$ cat config.mk
export PLATFORM = sky130hd
export DESIGN_NAME = dop_port
export DESIGN_NICKNAME = d
export VERILOG_FILES = /design/src/rtl/dop_pkg.sv /design/src/rtl/dop_if.sv /design/src/rtl/dop_pulse_timer.sv /design/src/rtl/dop_line4.sv /design/src/rtl/dop_port.sv
export SDC_FILE = /design/constraint.sdc
export NUM_CORES = 1
export LEC_CHECK = 0
export BUFFER_PORTS_ARGS = -buffer_cell sky130_fd_sc_hd__buf_2
export CAP_MARGIN = 5
export CORE_MARGIN = 10
export CORE_UTILIZATION = 40
export DETAILED_ROUTE_END_ITERATION = 8
export RECOVER_POWER = 100
export SYNTH_ARGS = -nofsm -noshare
export SYNTH_HDL_FRONTEND = slang
export SYNTH_HIERARCHICAL = 1
export SYNTH_SLANG_ARGS = --single-unit
$ cat constraint.sdc
create_clock -name clk_sys_i -period 2.5 [get_ports clk_sys_i]
set_input_delay 0.5 -clock clk_sys_i [delete_from_list [all_inputs] [get_ports clk_sys_i]]
set_output_delay 0.5 -clock clk_sys_i [all_outputs]
set_load 0.02 [all_outputs]
$ cat src/rtl/dop_pkg.sv
// Purpose: Shared constants and types for the digital output port
// Assumes: 10 MHz system clock
// Notes: Register offsets are byte addresses on a 32-bit word port
package dop_pkg;

  // ----------------------------------------
  // Register map
  // ----------------------------------------
  localparam int unsigned ADDR_W = 8;
  localparam int unsigned DATA_W = 32;
  localparam logic [7:0] A_PATTERN = 8'h00;
  localparam logic [7:0] A_CTRL = 8'h04;
  localparam logic [7:0] A_DELAY = 8'h08;
  localparam logic [7:0] A_PASSFAIL = 8'h0c;
  localparam logic [7:0] A_CLEAR = 8'h10;
  localparam logic [7:0] A_STATUS = 8'h14;
  localparam logic [7:0] A_TEXT = 8'h18;

  // ----------------------------------------
  // Fields and reset values
  // ----------------------------------------
  localparam int unsigned LINES = 4;
  localparam logic [3:0] PATTERN_RST = 4'hf;
  localparam logic [31:0] PATTERN_LIMIT = 32'h0000000f;
  localparam int unsigned DELAY_W = 20;
  localparam logic [19:0] DELAY_RST = 20'h00001;
  localparam logic [31:0] DELAY_LIMIT = 32'h000927c0;
  localparam int unsigned C_AUTO = 0;
  localparam int unsigned C_MODE = 1;
  localparam int unsigned C_POL = 2;
  localparam int unsigned C_FMT = 4;
  localparam int unsigned S_PF = 4;
  localparam int unsigned S_BUSY = 5;
  localparam int unsigned S_ERR = 6;
  localparam int unsigned S_RUN = 7;

  // ----------------------------------------
  // Timing
  // ----------------------------------------
  localparam int unsigned CLK_NS = 100;
  localparam int unsigned UNIT_NS = 100000;
  localparam int unsigned TICK_CYC = UNIT_NS / CLK_NS;
  localparam int unsigned TICK_W = 10;
  localparam int unsigned EOT_NS = 10000;
  localparam int unsigned EOT_CYC = (EOT_NS + CLK_NS - 1) / CLK_NS;
  localparam int unsigned EOT_W = 8;

  // ----------------------------------------
  // Characters and enumerations
  // ----------------------------------------
  localparam logic [7:0] ASC_ZERO = 8'h30;
  localparam logic [7:0] ASC_ONE = 8'h31;
  localparam logic [7:0] ASC_HEX_OFS = 8'h37;
  localparam logic [3:0] DEC_TEN = 4'ha;

  typedef enum logic [1:0] {
    FMT_ASCII = 2'h0,
    FMT_HEX = 2'h1,
    FMT_OCT = 2'h2,
    FMT_BIN = 2'h3
  } dop_fmt_t;

  typedef enum logic {
    L4_EOT = 1'b0,
    L4_BUSY = 1'b1
  } dop_l4_mode_t;

  typedef enum logic [1:0] {
    T_IDLE = 2'h0,
    T_RUN = 2'h1
  } dop_tmr_st_t;

endpackage

$ cat src/rtl/dop_if.sv
// Purpose: Carrier between the port core, its pulse timer and line 4 driver
// Assumes: One clock domain
// Notes: Three modports, one per module
`timescale 1ns/1ps
interface dop_if;
  logic tmr_start;
  logic [dop_pkg::DELAY_W-1:0] tmr_len;
  logic tmr_abort;
  logic tmr_done;
  logic tmr_run;
  dop_pkg::dop_l4_mode_t l4_mode;
  logic l4_pol;
  logic l4_busy;
  logic l4_test_done;
  logic l4_base;
  logic l4_level;

  modport core (
    output tmr_start, tmr_len, tmr_abort, l4_mode, l4_pol, l4_busy, l4_test_done, l4_base,
    input tmr_done, tmr_run, l4_level
  );
  modport tmr (
    input tmr_start, tmr_len, tmr_abort,
    output tmr_done, tmr_run
  );
  modport l4 (
    input l4_mode, l4_pol, l4_busy, l4_test_done, l4_base,
    output l4_level
  );
endinterface

$ cat src/rtl/dop_pulse_timer.sv
// Purpose: Pass/fail pulse width timer in 100 us units
// Assumes: Start and abort are single-cycle pulses
// Notes: Length zero gives done one cycle after start
`timescale 1ns/1ps
module dop_pulse_timer (
  input wire logic clk_sys_i,
  input wire logic rst_n_i,
  dop_if.tmr t
);

  typedef struct packed {
    dop_pkg::dop_tmr_st_t st;
    logic [dop_pkg::TICK_W-1:0] tick;
    logic [dop_pkg::DELAY_W-1:0] units;
    logic done;
  } dop_tmr_state_t;

  dop_tmr_state_t st_reg;
  dop_tmr_state_t st_next;

  // ----------------------------------------
  // Countdown
  // ----------------------------------------
  always_comb begin
    st_next = st_reg;
    st_next.done = 1'b0;
    if (t.tmr_abort) begin
      st_next.st = dop_pkg::T_IDLE;
    end else if (t.tmr_start) begin
      st_next.tick = '0;
      st_next.units = t.tmr_len;
      if (t.tmr_len == '0) begin
        st_next.done = 1'b1;
        st_next.st = dop_pkg::T_IDLE;
      end else begin
        st_next.st = dop_pkg::T_RUN;
      end
    end else begin
      case (st_reg.st)
        dop_pkg::T_RUN: begin
          if (st_reg.tick == dop_pkg::TICK_W'(dop_pkg::TICK_CYC - 1)) begin
            st_next.tick = '0;
            if (st_reg.units == dop_pkg::DELAY_W'(1)) begin
              st_next.done = 1'b1;
              st_next.st = dop_pkg::T_IDLE;
            end else begin
              st_next.units = st_reg.units - dop_pkg::DELAY_W'(1);
            end
          end else begin
            st_next.tick = st_reg.tick + dop_pkg::TICK_W'(1);
          end
        end
        default: begin
          st_next.st = dop_pkg::T_IDLE;
        end
      endcase
    end
  end

  always_ff @(posedge clk_sys_i or negedge rst_n_i) begin
    if (!rst_n_i) begin
      st_reg <= '{st: dop_pkg::T_IDLE, tick: '0, units: '0, done: 1'b0};
    end else begin
      st_reg <= st_next;
    end
  end

  assign t.tmr_done = st_reg.done;
  assign t.tmr_run = (st_reg.st == dop_pkg::T_RUN);

  // ----------------------------------------
  // Checks
  // ----------------------------------------
  logic [31:0] chk_cnt;
  logic [31:0] chk_len;
  logic chk_armed;

  always_ff @(posedge clk_sys_i or negedge rst_n_i) begin
    if (!rst_n_i) begin
      chk_cnt <= 32'h0;
      chk_len <= 32'h0;
      chk_armed <= 1'b0;
    end else if (t.tmr_abort) begin
      chk_armed <= 1'b0;
    end else if (t.tmr_start) begin
      chk_cnt <= 32'h1;
      chk_len <= 32'(t.tmr_len);
      chk_armed <= 1'b1;
    end else begin
      chk_cnt <= chk_cnt + 32'h1;
    end
  end

  // width in cycles
  a_timer_width: assert property (@(posedge clk_sys_i) disable iff (!rst_n_i)
    (st_reg.done && chk_armed) |-> (chk_cnt == chk_len * dop_pkg::TICK_CYC + 32'h1))
    else $error("Pulse timer done at wrong cycle");

endmodule

$ cat src/rtl/dop_line4.sv
// Purpose: Line 4 driver for end-of-test strobe or busy level
// Assumes: Test done is a one-cycle pulse from the measurement engine
// Notes: End-of-test strobe inverts the pattern bit for a fixed time
`timescale 1ns/1ps
module dop_line4 (
  input wire logic clk_sys_i,
  input wire logic rst_n_i,
  dop_if.l4 l
);

  typedef struct packed {
    logic [dop_pkg::EOT_W-1:0] eot_cnt;
    logic level;
  } dop_l4_state_t;

  dop_l4_state_t st_reg;
  dop_l4_state_t st_next;

  // ----------------------------------------
  // Line 4 level
  // ----------------------------------------
  always_comb begin
    st_next = st_reg;
    if (l.l4_mode == dop_pkg::L4_BUSY) begin
      st_next.eot_cnt = '0;
      // busy active level
      st_next.level = l.l4_busy ? l.l4_pol : ~l.l4_pol;
    end else begin
      // strobe restarts on each test done, so close tests share one strobe
      if (l.l4_test_done) begin
        st_next.eot_cnt = dop_pkg::EOT_W'(dop_pkg::EOT_CYC);
      end else if (st_reg.eot_cnt != '0) begin
        st_next.eot_cnt = st_reg.eot_cnt - dop_pkg::EOT_W'(1);
      end
      st_next.level = (st_next.eot_cnt != '0) ? ~l.l4_base : l.l4_base;
    end
  end

  always_ff @(posedge clk_sys_i or negedge rst_n_i) begin
    if (!rst_n_i) begin
      st_reg <= '{eot_cnt: '0, level: dop_pkg::PATTERN_RST[3]};
    end else begin
      st_reg <= st_next;
    end
  end

  assign l.l4_level = st_reg.level;

  // ----------------------------------------
  // Checks
  // ----------------------------------------
  a_busy_level: assert property (@(posedge clk_sys_i) disable iff (!rst_n_i)
    (l.l4_mode == dop_pkg::L4_BUSY) |=> (l.l4_level == ($past(l.l4_busy) ~^ $past(l.l4_pol))))
    else $error("Busy level wrong on line 4");

  a_busy_hold: assert property (@(posedge clk_sys_i) disable iff (!rst_n_i)
    (l.l4_mode == dop_pkg::L4_BUSY && l.l4_busy) [*3] |=> (l.l4_level == $past(l.l4_pol)))
    else $error("Line 4 left active level during busy");

  a_eot_strobe: assert property (@(posedge clk_sys_i) disable iff (!rst_n_i)
    (l.l4_mode == dop_pkg::L4_EOT && l.l4_test_done) |=> (l.l4_level == ~$past(l.l4_base)))
    else $error("No end-of-test strobe on line 4");

endmodule

$ cat src/rtl/dop_port.sv
// Purpose: Four-line digital output port with pass/fail pulse and line 4 modes
// Assumes: Busy and test done come from logic on the same clock
// Notes: Read data stand for one cycle after the read strobe, else zero
`timescale 1ns/1ps

// How it works
// Four-bit base pattern drives the lines; all ones after reset.
// Pattern writes above fifteen are refused and flag an error.
// A clear write returns the lines from pass/fail to the base pattern.
// Clear acts at once, aborting any running pulse timer.
// Auto-clear is off after reset; when on, pass/fail ends by itself.
// Pass/fail holds for the set width, 0 to 60 s, default 100 us.
// Line 4 runs in end-of-test or busy mode, end-of-test after reset.
// Busy mode drives line 4 to the chosen level, low after reset.
// All settings read back: pattern, auto-clear, delay, mode, level.
// Pattern also reads back as text in the chosen number format.
// Busy holds line 4 active during measurement; end-of-test strobe restarts on each test done.
module dop_port (
  input wire logic clk_sys_i,
  input wire logic rst_n_i,
  input wire logic [dop_pkg::ADDR_W-1:0] addr_i,
  input wire logic [dop_pkg::DATA_W-1:0] wdata_i,
  input wire logic wr_i,
  input wire logic rd_i,
  output logic [dop_pkg::DATA_W-1:0] rdata_o,
  input wire logic meas_busy_i,
  input wire logic test_done_i,
  output logic [dop_pkg::LINES-1:0] lines_o
);

  typedef struct packed {
    logic [3:0] pattern;
    logic [3:0] pf_pattern;
    logic pf_active;
    logic auto_clr;
    dop_pkg::dop_l4_mode_t l4_mode;
    logic l4_pol;
    dop_pkg::dop_fmt_t fmt;
    logic [dop_pkg::DELAY_W-1:0] delay;
    logic err;
    logic [2:0] lines;
    logic [dop_pkg::DATA_W-1:0] rdata;
    logic tmr_start;
    logic tmr_abort;
  } dop_core_state_t;

  dop_core_state_t st_reg;
  dop_core_state_t st_next;
  dop_if bus_if ();

  // ----------------------------------------
  // Pattern as text
  // ----------------------------------------
  function automatic logic [31:0] dop_text(input logic [3:0] v, input dop_pkg::dop_fmt_t f);
    logic [31:0] txt;
    txt = 32'h0;
    case (f)
      dop_pkg::FMT_HEX: begin
        txt[7:0] = (v < dop_pkg::DEC_TEN) ? dop_pkg::ASC_ZERO + 8'(v)
                                         : dop_pkg::ASC_HEX_OFS + 8'(v);
      end
      dop_pkg::FMT_OCT: begin
        txt[7:0] = dop_pkg::ASC_ZERO + 8'(v[2:0]);
        if (v[3]) begin
          txt[15:8] = dop_pkg::ASC_ONE;
        end
      end
      dop_pkg::FMT_BIN: begin
        for (int i = 0; i < 4; i++) begin
          txt[8*i +: 8] = dop_pkg::ASC_ZERO + 8'(v[i]);
        end
      end
      default: begin
        if (v < dop_pkg::DEC_TEN) begin
          txt[7:0] = dop_pkg::ASC_ZERO + 8'(v);
        end else begin
          txt[7:0] = dop_pkg::ASC_ZERO + 8'(v - dop_pkg::DEC_TEN);
          txt[15:8] = dop_pkg::ASC_ONE;
        end
      end
    endcase
    return txt;
  endfunction

  // ----------------------------------------
  // Register port and pass/fail control
  // ----------------------------------------
  always_comb begin
    st_next = st_reg;
    st_next.tmr_start = 1'b0;
    st_next.tmr_abort = 1'b0;
    st_next.rdata = '0;
    // auto-clear on timer expiry
    if (bus_if.tmr_done && st_reg.auto_clr) begin
      st_next.pf_active = 1'b0;
    end
    if (wr_i) begin
      case (addr_i)
        dop_pkg::A_PATTERN: begin
          // range check
          if (wdata_i <= dop_pkg::PATTERN_LIMIT) begin
            st_next.pattern = wdata_i[3:0];
          end else begin
            st_next.err = 1'b1;
          end
        end
        dop_pkg::A_CTRL: begin
          st_next.auto_clr = wdata_i[dop_pkg::C_AUTO];
          // line 4 mode select
          st_next.l4_mode = dop_pkg::dop_l4_mode_t'(wdata_i[dop_pkg::C_MODE]);
          st_next.l4_pol = wdata_i[dop_pkg::C_POL];
          st_next.fmt = dop_pkg::dop_fmt_t'(wdata_i[dop_pkg::C_FMT +: 2]);
        end
        dop_pkg::A_DELAY: begin
          // width range
          if (wdata_i <= dop_pkg::DELAY_LIMIT) begin
            st_next.delay = wdata_i[dop_pkg::DELAY_W-1:0];
          end else begin
            st_next.err = 1'b1;
          end
        end
        dop_pkg::A_PASSFAIL: begin
          if (wdata_i <= dop_pkg::PATTERN_LIMIT) begin
            st_next.pf_pattern = wdata_i[3:0];
            st_next.pf_active = 1'b1;
            // start pulse timer
            st_next.tmr_start = st_reg.auto_clr;
            st_next.tmr_abort = ~st_reg.auto_clr;
          end else begin
            st_next.err = 1'b1;
          end
        end
        dop_pkg::A_CLEAR: begin
          // back to base pattern
          st_next.pf_active = 1'b0;
          // immediate clear
          st_next.tmr_abort = 1'b1;
        end
        dop_pkg::A_STATUS: begin
          if (wdata_i[dop_pkg::S_ERR]) begin
            st_next.err = 1'b0;
          end
        end
        default: begin
          st_next.err = st_reg.err;
        end
      endcase
    end
    if (rd_i) begin
      case (addr_i)
        // settings read back
        dop_pkg::A_PATTERN: st_next.rdata[3:0] = st_reg.pattern;
        dop_pkg::A_CTRL: begin
          st_next.rdata[dop_pkg::C_AUTO] = st_reg.auto_clr;
          st_next.rdata[dop_pkg::C_MODE] = st_reg.l4_mode;
          st_next.rdata[dop_pkg::C_POL] = st_reg.l4_pol;
          st_next.rdata[dop_pkg::C_FMT +: 2] = st_reg.fmt;
        end
        dop_pkg::A_DELAY: st_next.rdata[dop_pkg::DELAY_W-1:0] = st_reg.delay;
        dop_pkg::A_PASSFAIL: st_next.rdata[3:0] = st_reg.pf_pattern;
        dop_pkg::A_STATUS: begin
          st_next.rdata[3:0] = lines_o;
          st_next.rdata[dop_pkg::S_PF] = st_reg.pf_active;
          st_next.rdata[dop_pkg::S_BUSY] = meas_busy_i;
          st_next.rdata[dop_pkg::S_ERR] = st_reg.err;
          st_next.rdata[dop_pkg::S_RUN] = bus_if.tmr_run;
        end
        // text readback
        dop_pkg::A_TEXT: st_next.rdata = dop_text(st_reg.pattern, st_reg.fmt);
        default: st_next.rdata = '0;
      endcase
    end
    // lines follow base or pass/fail
    st_next.lines = st_next.pf_active ? st_next.pf_pattern[2:0] : st_next.pattern[2:0];
  end

  always_ff @(posedge clk_sys_i or negedge rst_n_i) begin
    if (!rst_n_i) begin
      st_reg <= '{pattern: dop_pkg::PATTERN_RST, pf_pattern: dop_pkg::PATTERN_RST,
                  pf_active: 1'b0, auto_clr: 1'b0, l4_mode: dop_pkg::L4_EOT,
                  l4_pol: 1'b0, fmt: dop_pkg::FMT_ASCII, delay: dop_pkg::DELAY_RST,
                  err: 1'b0, lines: dop_pkg::PATTERN_RST[2:0], rdata: '0,
                  tmr_start: 1'b0, tmr_abort: 1'b0};
    end else begin
      st_reg <= st_next;
    end
  end

  // ----------------------------------------
  // Submodules
  // ----------------------------------------
  assign bus_if.tmr_start = st_reg.tmr_start;
  assign bus_if.tmr_len = st_reg.delay;
  assign bus_if.tmr_abort = st_reg.tmr_abort;
  assign bus_if.l4_mode = st_reg.l4_mode;
  assign bus_if.l4_pol = st_reg.l4_pol;
  assign bus_if.l4_busy = meas_busy_i;
  assign bus_if.l4_test_done = test_done_i;
  assign bus_if.l4_base = st_reg.pf_active ? st_reg.pf_pattern[3] : st_reg.pattern[3];

  dop_pulse_timer u_timer (
    .clk_sys_i(clk_sys_i),
    .rst_n_i(rst_n_i),
    .t(bus_if.tmr)
  );

  dop_line4 u_line4 (
    .clk_sys_i(clk_sys_i),
    .rst_n_i(rst_n_i),
    .l(bus_if.l4)
  );

  assign rdata_o = st_reg.rdata;
  assign lines_o = {bus_if.l4_level, st_reg.lines};

  // ----------------------------------------
  // Checks
  // ----------------------------------------
  a_pattern_drive: assert property (@(posedge clk_sys_i) disable iff (!rst_n_i)
    (wr_i && addr_i == dop_pkg::A_PATTERN && wdata_i <= dop_pkg::PATTERN_LIMIT
     && !st_reg.pf_active) |=> (st_reg.pattern == $past(wdata_i[3:0]))
     && (lines_o[2:0] == $past(wdata_i[2:0])))
    else $error("Base pattern not on lines");

  a_value_range: assert property (@(posedge clk_sys_i) disable iff (!rst_n_i)
    (wr_i && addr_i == dop_pkg::A_PATTERN && wdata_i > dop_pkg::PATTERN_LIMIT)
    |=> (st_reg.pattern == $past(st_reg.pattern)) && st_reg.err)
    else $error("Out of range pattern accepted");

  a_clear_now: assert property (@(posedge clk_sys_i) disable iff (!rst_n_i)
    (wr_i && addr_i == dop_pkg::A_CLEAR) |=> !st_reg.pf_active
    && (lines_o[2:0] == st_reg.pattern[2:0]) ##1 !bus_if.tmr_run)
    else $error("Clear did not restore base pattern");

  a_autoclr_off: assert property (@(posedge clk_sys_i) disable iff (!rst_n_i)
    (st_reg.pf_active && !st_reg.auto_clr && !(wr_i && addr_i == dop_pkg::A_CLEAR))
    |=> st_reg.pf_active)
    else $error("Pass/fail ended without clear");

  a_autoclr_end: assert property (@(posedge clk_sys_i) disable iff (!rst_n_i)
    (bus_if.tmr_done && st_reg.auto_clr && !(wr_i && addr_i == dop_pkg::A_PASSFAIL))
    |=> !st_reg.pf_active ##1 (lines_o[2:0] == st_reg.pattern[2:0] || st_reg.pf_active))
    else $error("Pass/fail not ended at timer expiry");

  a_read_ctrl: assert property (@(posedge clk_sys_i) disable iff (!rst_n_i)
    (rd_i && addr_i == dop_pkg::A_CTRL) |=> (rdata_o[dop_pkg::C_AUTO] == st_reg.auto_clr)
    && (rdata_o[dop_pkg::C_MODE] == st_reg.l4_mode) && (rdata_o[dop_pkg::C_POL] == st_reg.l4_pol))
    else $error("Control readback wrong");

  a_text_bin: assert property (@(posedge clk_sys_i) disable iff (!rst_n_i)
    (rd_i && addr_i == dop_pkg::A_TEXT && st_reg.fmt == dop_pkg::FMT_BIN)
    |=> (rdata_o[24] == $past(st_reg.pattern[3])) && (rdata_o[0] == $past(st_reg.pattern[0]))
    && (rdata_o[7:1] == dop_pkg::ASC_ZERO[7:1]))
    else $error("Binary text readback wrong");

  a_read_once: assert property (@(posedge clk_sys_i) disable iff (!rst_n_i)
    !rd_i |=> (rdata_o == '0))
    else $error("Read data outside read slot");

  a_pf_show: assert property (@(posedge clk_sys_i) disable iff (!rst_n_i)
    (wr_i && addr_i == dop_pkg::A_PASSFAIL && wdata_i <= dop_pkg::PATTERN_LIMIT)
    |=> st_reg.pf_active && (lines_o[2:0] == $past(wdata_i[2:0])))
    else $error("Pass/fail pattern not shown");

  a_timer_run: assert property (@(posedge clk_sys_i) disable iff (!rst_n_i)
    (wr_i && addr_i == dop_pkg::A_PASSFAIL && wdata_i <= dop_pkg::PATTERN_LIMIT
     && st_reg.auto_clr && st_reg.delay != '0) |=> ##1 bus_if.tmr_run)
    else $error("Pulse timer not started");

  a_timer_idle: assert property (@(posedge clk_sys_i) disable iff (!rst_n_i)
    (wr_i && addr_i == dop_pkg::A_PASSFAIL && wdata_i <= dop_pkg::PATTERN_LIMIT
     && !st_reg.auto_clr) |=> ##1 !bus_if.tmr_run)
    else $error("Pulse timer runs with auto-clear off");

  a_err_clear: assert property (@(posedge clk_sys_i) disable iff (!rst_n_i)
    (wr_i && addr_i == dop_pkg::A_STATUS && wdata_i[dop_pkg::S_ERR]) |=> !st_reg.err)
    else $error("Error flag not cleared");

  a_read_delay: assert property (@(posedge clk_sys_i) disable iff (!rst_n_i)
    (rd_i && addr_i == dop_pkg::A_DELAY)
    |=> (rdata_o == dop_pkg::DATA_W'($past(st_reg.delay))))
    else $error("Delay readback wrong");

  a_read_pattern: assert property (@(posedge clk_sys_i) disable iff (!rst_n_i)
    (rd_i && addr_i == dop_pkg::A_PATTERN)
    |=> (rdata_o == dop_pkg::DATA_W'($past(st_reg.pattern))))
    else $error("Pattern readback wrong");

  a_mode_select: assert property (@(posedge clk_sys_i) disable iff (!rst_n_i)
    (wr_i && addr_i == dop_pkg::A_CTRL)
    |=> (bus_if.l4_mode == $past(wdata_i[dop_pkg::C_MODE]))
    && (bus_if.l4_pol == $past(wdata_i[dop_pkg::C_POL])))
    else $error("Line 4 mode not taken");

  a_text_dec: assert property (@(posedge clk_sys_i) disable iff (!rst_n_i)
    (rd_i && addr_i == dop_pkg::A_TEXT && st_reg.fmt == dop_pkg::FMT_ASCII)
    |=> (rdata_o[7:4] == dop_pkg::ASC_ZERO[7:4]) && (rdata_o[31:16] == '0))
    else $error("Decimal text readback wrong");

  a_text_hex: assert property (@(posedge clk_sys_i) disable iff (!rst_n_i)
    (rd_i && addr_i == dop_pkg::A_TEXT && st_reg.fmt == dop_pkg::FMT_HEX)
    |=> (rdata_o[31:8] == '0) && (rdata_o[7:4] != '0))
    else $error("Hex text readback wrong");

endmodule

==> results by stage <==
Timing:
- On the final layout, the worst clock skew is 11.10 ps.
- The hold violation total from the final report is 0.
- The final critical path takes up 97.74% of the cycle.
- Setup repair after global routing left no endpoint under its margin.
- At the pin with the least slew margin, the transition time is 1895 ps.
- The worst pin sits at a relative slew slack of -26.37%.
- The number of slew-limit violations in the final report is 32.
- The final critical delay including setup and external delays is 2444 ps.
- The final number of setup-violating endpoints is 0.
- Static timing analysis puts the maximum clock frequency at 0.4092 GHz.
- Hold is met by 404.7 ps.

Clocking:
- TritonCTS built the clock tree.
- No sink is reached through more buffers than the 2 on the longest clock path.
- The clock drives 103 sinks.
- The number of clock buffers added by TritonCTS is 9.
- After clock tree synthesis, the clock-pin slew on the worst setup and hold paths is 70 ps.
- The H-tree was split into 3 levels.
- The insertion delay to the later sink of the worst-skew pair is 360 ps.
- The clock root buffer is sky130_fd_sc_hd__clkbuf_16.

Synthesis:
- After synthesis, the share of flip-flops with an asynchronous set or reset is 100.0%.
- In the synthesized netlist the dominant register cell turns out to be sky130_fd_sc_hd__dfrtp_1.
- Of the post-synthesis cell area, the part taken by muxes is 6.710%.
- The area share of and/or/nand/nor cells after synthesis is 23.23%.
- The synthesized netlist occupies a cell area of 0.005967 sq mm.
- Summing the areas of all xor and xnor instances in the mapped netlist gives 1.908% of the synthesized area.
- The mean area per synthesized cell is 9.609 sq um.
- Sequential elements use 43.47% of the synthesized area.
- The Yosys step of the flow raised 6 warnings.
- The instance count of the mapped netlist is 621.
- The dominant combinational cell family by area after synthesis is simple AND/OR/NAND/NOR gates.
- The synthesized netlist devotes 1.468% of its cell area to adder and majority cells.
- Yosys mapped a number of flops with a built-in enable equal to 0.
- The count of distinct cell types in the synthesized netlist is 75.
- The register bit count reported by yosys is 103.
- The compound-gate portion of the synthesized area is 14.85%.

Worst setup path:
- The critical path data required time is 2780 ps.
- The kind of cell with the highest combined delay on the critical path is simple AND/OR/NAND/NOR gates.
- The maximum net fanout on the critical path is 5.
- The type of destination of the critical path is a register.
- The maximum single-stage delay on the critical path is 520 ps.
- The data arrival at the endpoint of the critical path is 2730 ps.
- The signal on the critical path passes through or3_4 -> or4_4 -> or4_4 -> or4_1 -> a21oi_1.
- The number of buffers and inverters on the critical path is 0.
- In this design, the critical path's most frequently occurring cell is sky130_fd_sc_hd__or4_4.
- The critical setup path kind is reg -> reg.
- On the critical path, the stage with the largest delay is an instance of sky130_fd_sc_hd__or4_1.
- The type of element launching the critical path is a register.

Outcome:
- The checks that failed: max-capacitance violations, max-slew violations.
- The flow ran to the end, but the final reports show violations.

Power:
- The switching power summed over all nets is 0.8384 mW.
- The total power divided by cell area is 507.1 mW/mm^2.
- The proportion of power drawn by the clock network is 40.4%.
- The maximum VDD drop is 373.0 uV.
- The total internal power is 2.527 mW.
- The total leakage power is 2.914 nW.
- Of the total power, the share spent switching nets is 24.91%.
- The combinational share of power is 8.2%.
- In this run, flip-flops and latches consume 51.5% of the power.

Die:
- The die covers 0.02020 sq mm.
- The x dimension of the die is 142.1 um.
- The core area is 0.01459 sq mm.
- The starting density of the core is 40.90%.
- For this design the top-level I/O count stands at 82.
- The vertical die dimension is 142.1 um.
- The cell row count is 44.

Placement:
- The detailed-placement wirelength estimate is 12840 um.
- The count of buffers added on input and output ports is 74.
- The placer congestion estimate is 0.9255.
- The post-placement cell count is 849.

GRT:
- Global routing consumed, over all layers together, 16.94% of the routing resources.
- After global routing the overflow that remains totals 0.
- The first-pass GRT wire length is 27740 um.
- The via count of the first global-routing pass is 5232.
- The initial antenna violation count is 0.
- The pin count of the biggest net entering global routing is 45.

Route:
- The violation count after the first detailed-routing iteration is 459.
- The vias per cell is 5.857.
- The routed via count is 5072.
- The DRC violation count after routing is 0.
- The antenna violation net count after detailed routing is 0.
- The routed wire length is 17130 um.
- The detailed-route wire length per cell is 19.78 um.
- The detailed-routing iteration count for the pre-antenna-repair pass is 5.

Finish:
- The register with the most flip-flops in the layout has 31 of them.
- Relative to the synthesized area, the layout overhead comes to 11.22%.
- The register area is 0.002594 sq mm.
- Leaving out fill and tap cells, the most frequent cells in the layout are sky130_fd_sc_hd__dfrtp_1, sky130_fd_sc_hd__nand2_1, sky130_fd_sc_hd__buf_2.
- Leaving out fill and tap cells, the most frequent cell in the layout is sky130_fd_sc_hd__dfrtp_1.
- The area occupied by multi-input gates is 0.002882 sq mm.
- The count of antenna diodes in the layout is 0.
- The layout filler cell count is 1414.
- After the last flow step, the layout net total stands at 730.
- The number of standard cells in the final layout excluding fillers is 866.
- Of the cells placed in the final design, the portion with a size suffix greater than 1 is 20.97%.

Job:
- The tool flagged a number of max-cap violations equal to 1.

Min path:
- The path class of the lowest-slack min-delay path is in -> reg.
[cell families after synthesis]
group,after synthesis
flops,103
mux,34
buf+inv,85
other cells,1
fa+ha+maj,7
compound gates,134
xor+xnor,13
simple gates,244
[layer usage]
metal	share of wire [%]	vias up	GRT usage (%)
met3	7.0	23	4.473
met1	46	2519	22.97
met5	0	-	0
met4	1.9	0	5.110
li1	-	2356	-
met2	45	174	25.82
[area by class of cell]
class,count,share of cell area (%)
Multi-Input combinational cell,439,43.42
Sequential cell,103,39.08
Timing Repair Buffer,109,8.974
Clock buffer,13,3.922
Tap cell,184,3.469
Inverter,15,0.8484
Clock inverter,3,0.2828
[worst paths after layout]
check	startpoint	endpoint	slack (ps)	cells after the start
max reg2reg	u_timer/st_reg[16]	u_timer/t.tmr_done	60	5
max in group asynchronous	rst_n_i	u_line4/l.l4_level	530	2
min reg2reg	u_timer/st_reg[10]	u_timer/st_reg[10]	490	1
min in group asynchronous	rst_n_i	u_timer/st_reg[8]	660	1
min	wdata_i[13]	bus_if.tmr_len[13]	400	2
max	u_timer/st_reg[16]	u_timer/t.tmr_done	60	5
[power groups by stage]
stage	clock network, mW	logic (mW)	registers (mW)
2_1_floorplan	0	0.166	1.75
3_3_place_gp	0	0.278	1.76
3_5_place_dp	0	0.283	1.76
4_1_cts	1.38	0.284	1.73
5_1_grt	1.45	0.308	1.74
6_report	1.36	0.275	1.73
[timing repair]
item	CTS	global route
cloned	0	0
resized for setup	1	0
setup buffers	0	1
hold buffers	0	0
pin swaps	2	0
setup endpoints to repair	17	1
[cell usage after synthesis (11+ instances only)]
library cell	number	area, sq um
sky130_fd_sc_hd__nand2_1	50	187.7
sky130_fd_sc_hd__nor4_1	17	106.4
sky130_fd_sc_hd__dfrtp_1	90	2252
sky130_fd_sc_hd__a22oi_1	11	82.58
sky130_fd_sc_hd__nand4_1	13	81.33
sky130_fd_sc_hd__dfstp_2	13	341.6
sky130_fd_sc_hd__mux2_2	22	247.7
sky130_fd_sc_hd__nand3_1	32	160.2
sky130_fd_sc_hd__o2bb2ai_1	12	105.1
sky130_fd_sc_hd__nor3_1	17	85.08
sky130_fd_sc_hd__nor2_1	41	153.9
sky130_fd_sc_hd__inv_1	15	56.30
sky130_fd_sc_hd__and3_1	16	100.1
sky130_fd_sc_hd__clkbuf_1	28	105.1
sky130_fd_sc_hd__a21oi_1	29	145.1
sky130_fd_sc_hd__buf_4	37	277.8
sky130_fd_sc_hd__o21ai_0	32	160.2
[worst reg2reg max path: cells and delay by family (launching register included)]
family | cells | cell delay [ps]
AND/OR/NAND/NOR | 4 | 1820
flip-flops | 1 | 380
AO/OA/AOI/OAI | 1 | 160
[per-stage QoR]
step	power, mW	setup WS (ps)	util [%]	TNS (ps)	instance area, sq um
global route	3.493	3.393	45.49	0	6636
CTS	3.400	49.31	46.18	0	6736
floorplan	1.914	-7.320	-	-7.320	5991
detailed placement	2.047	-48.79	44.24	-292.1	6454
global placement	2.041	-22.21	44.24	-22.21	6454
finish	3.365	56.49	45.49	0	6636
Note: power is estimated with default switching activity, not from simulation.
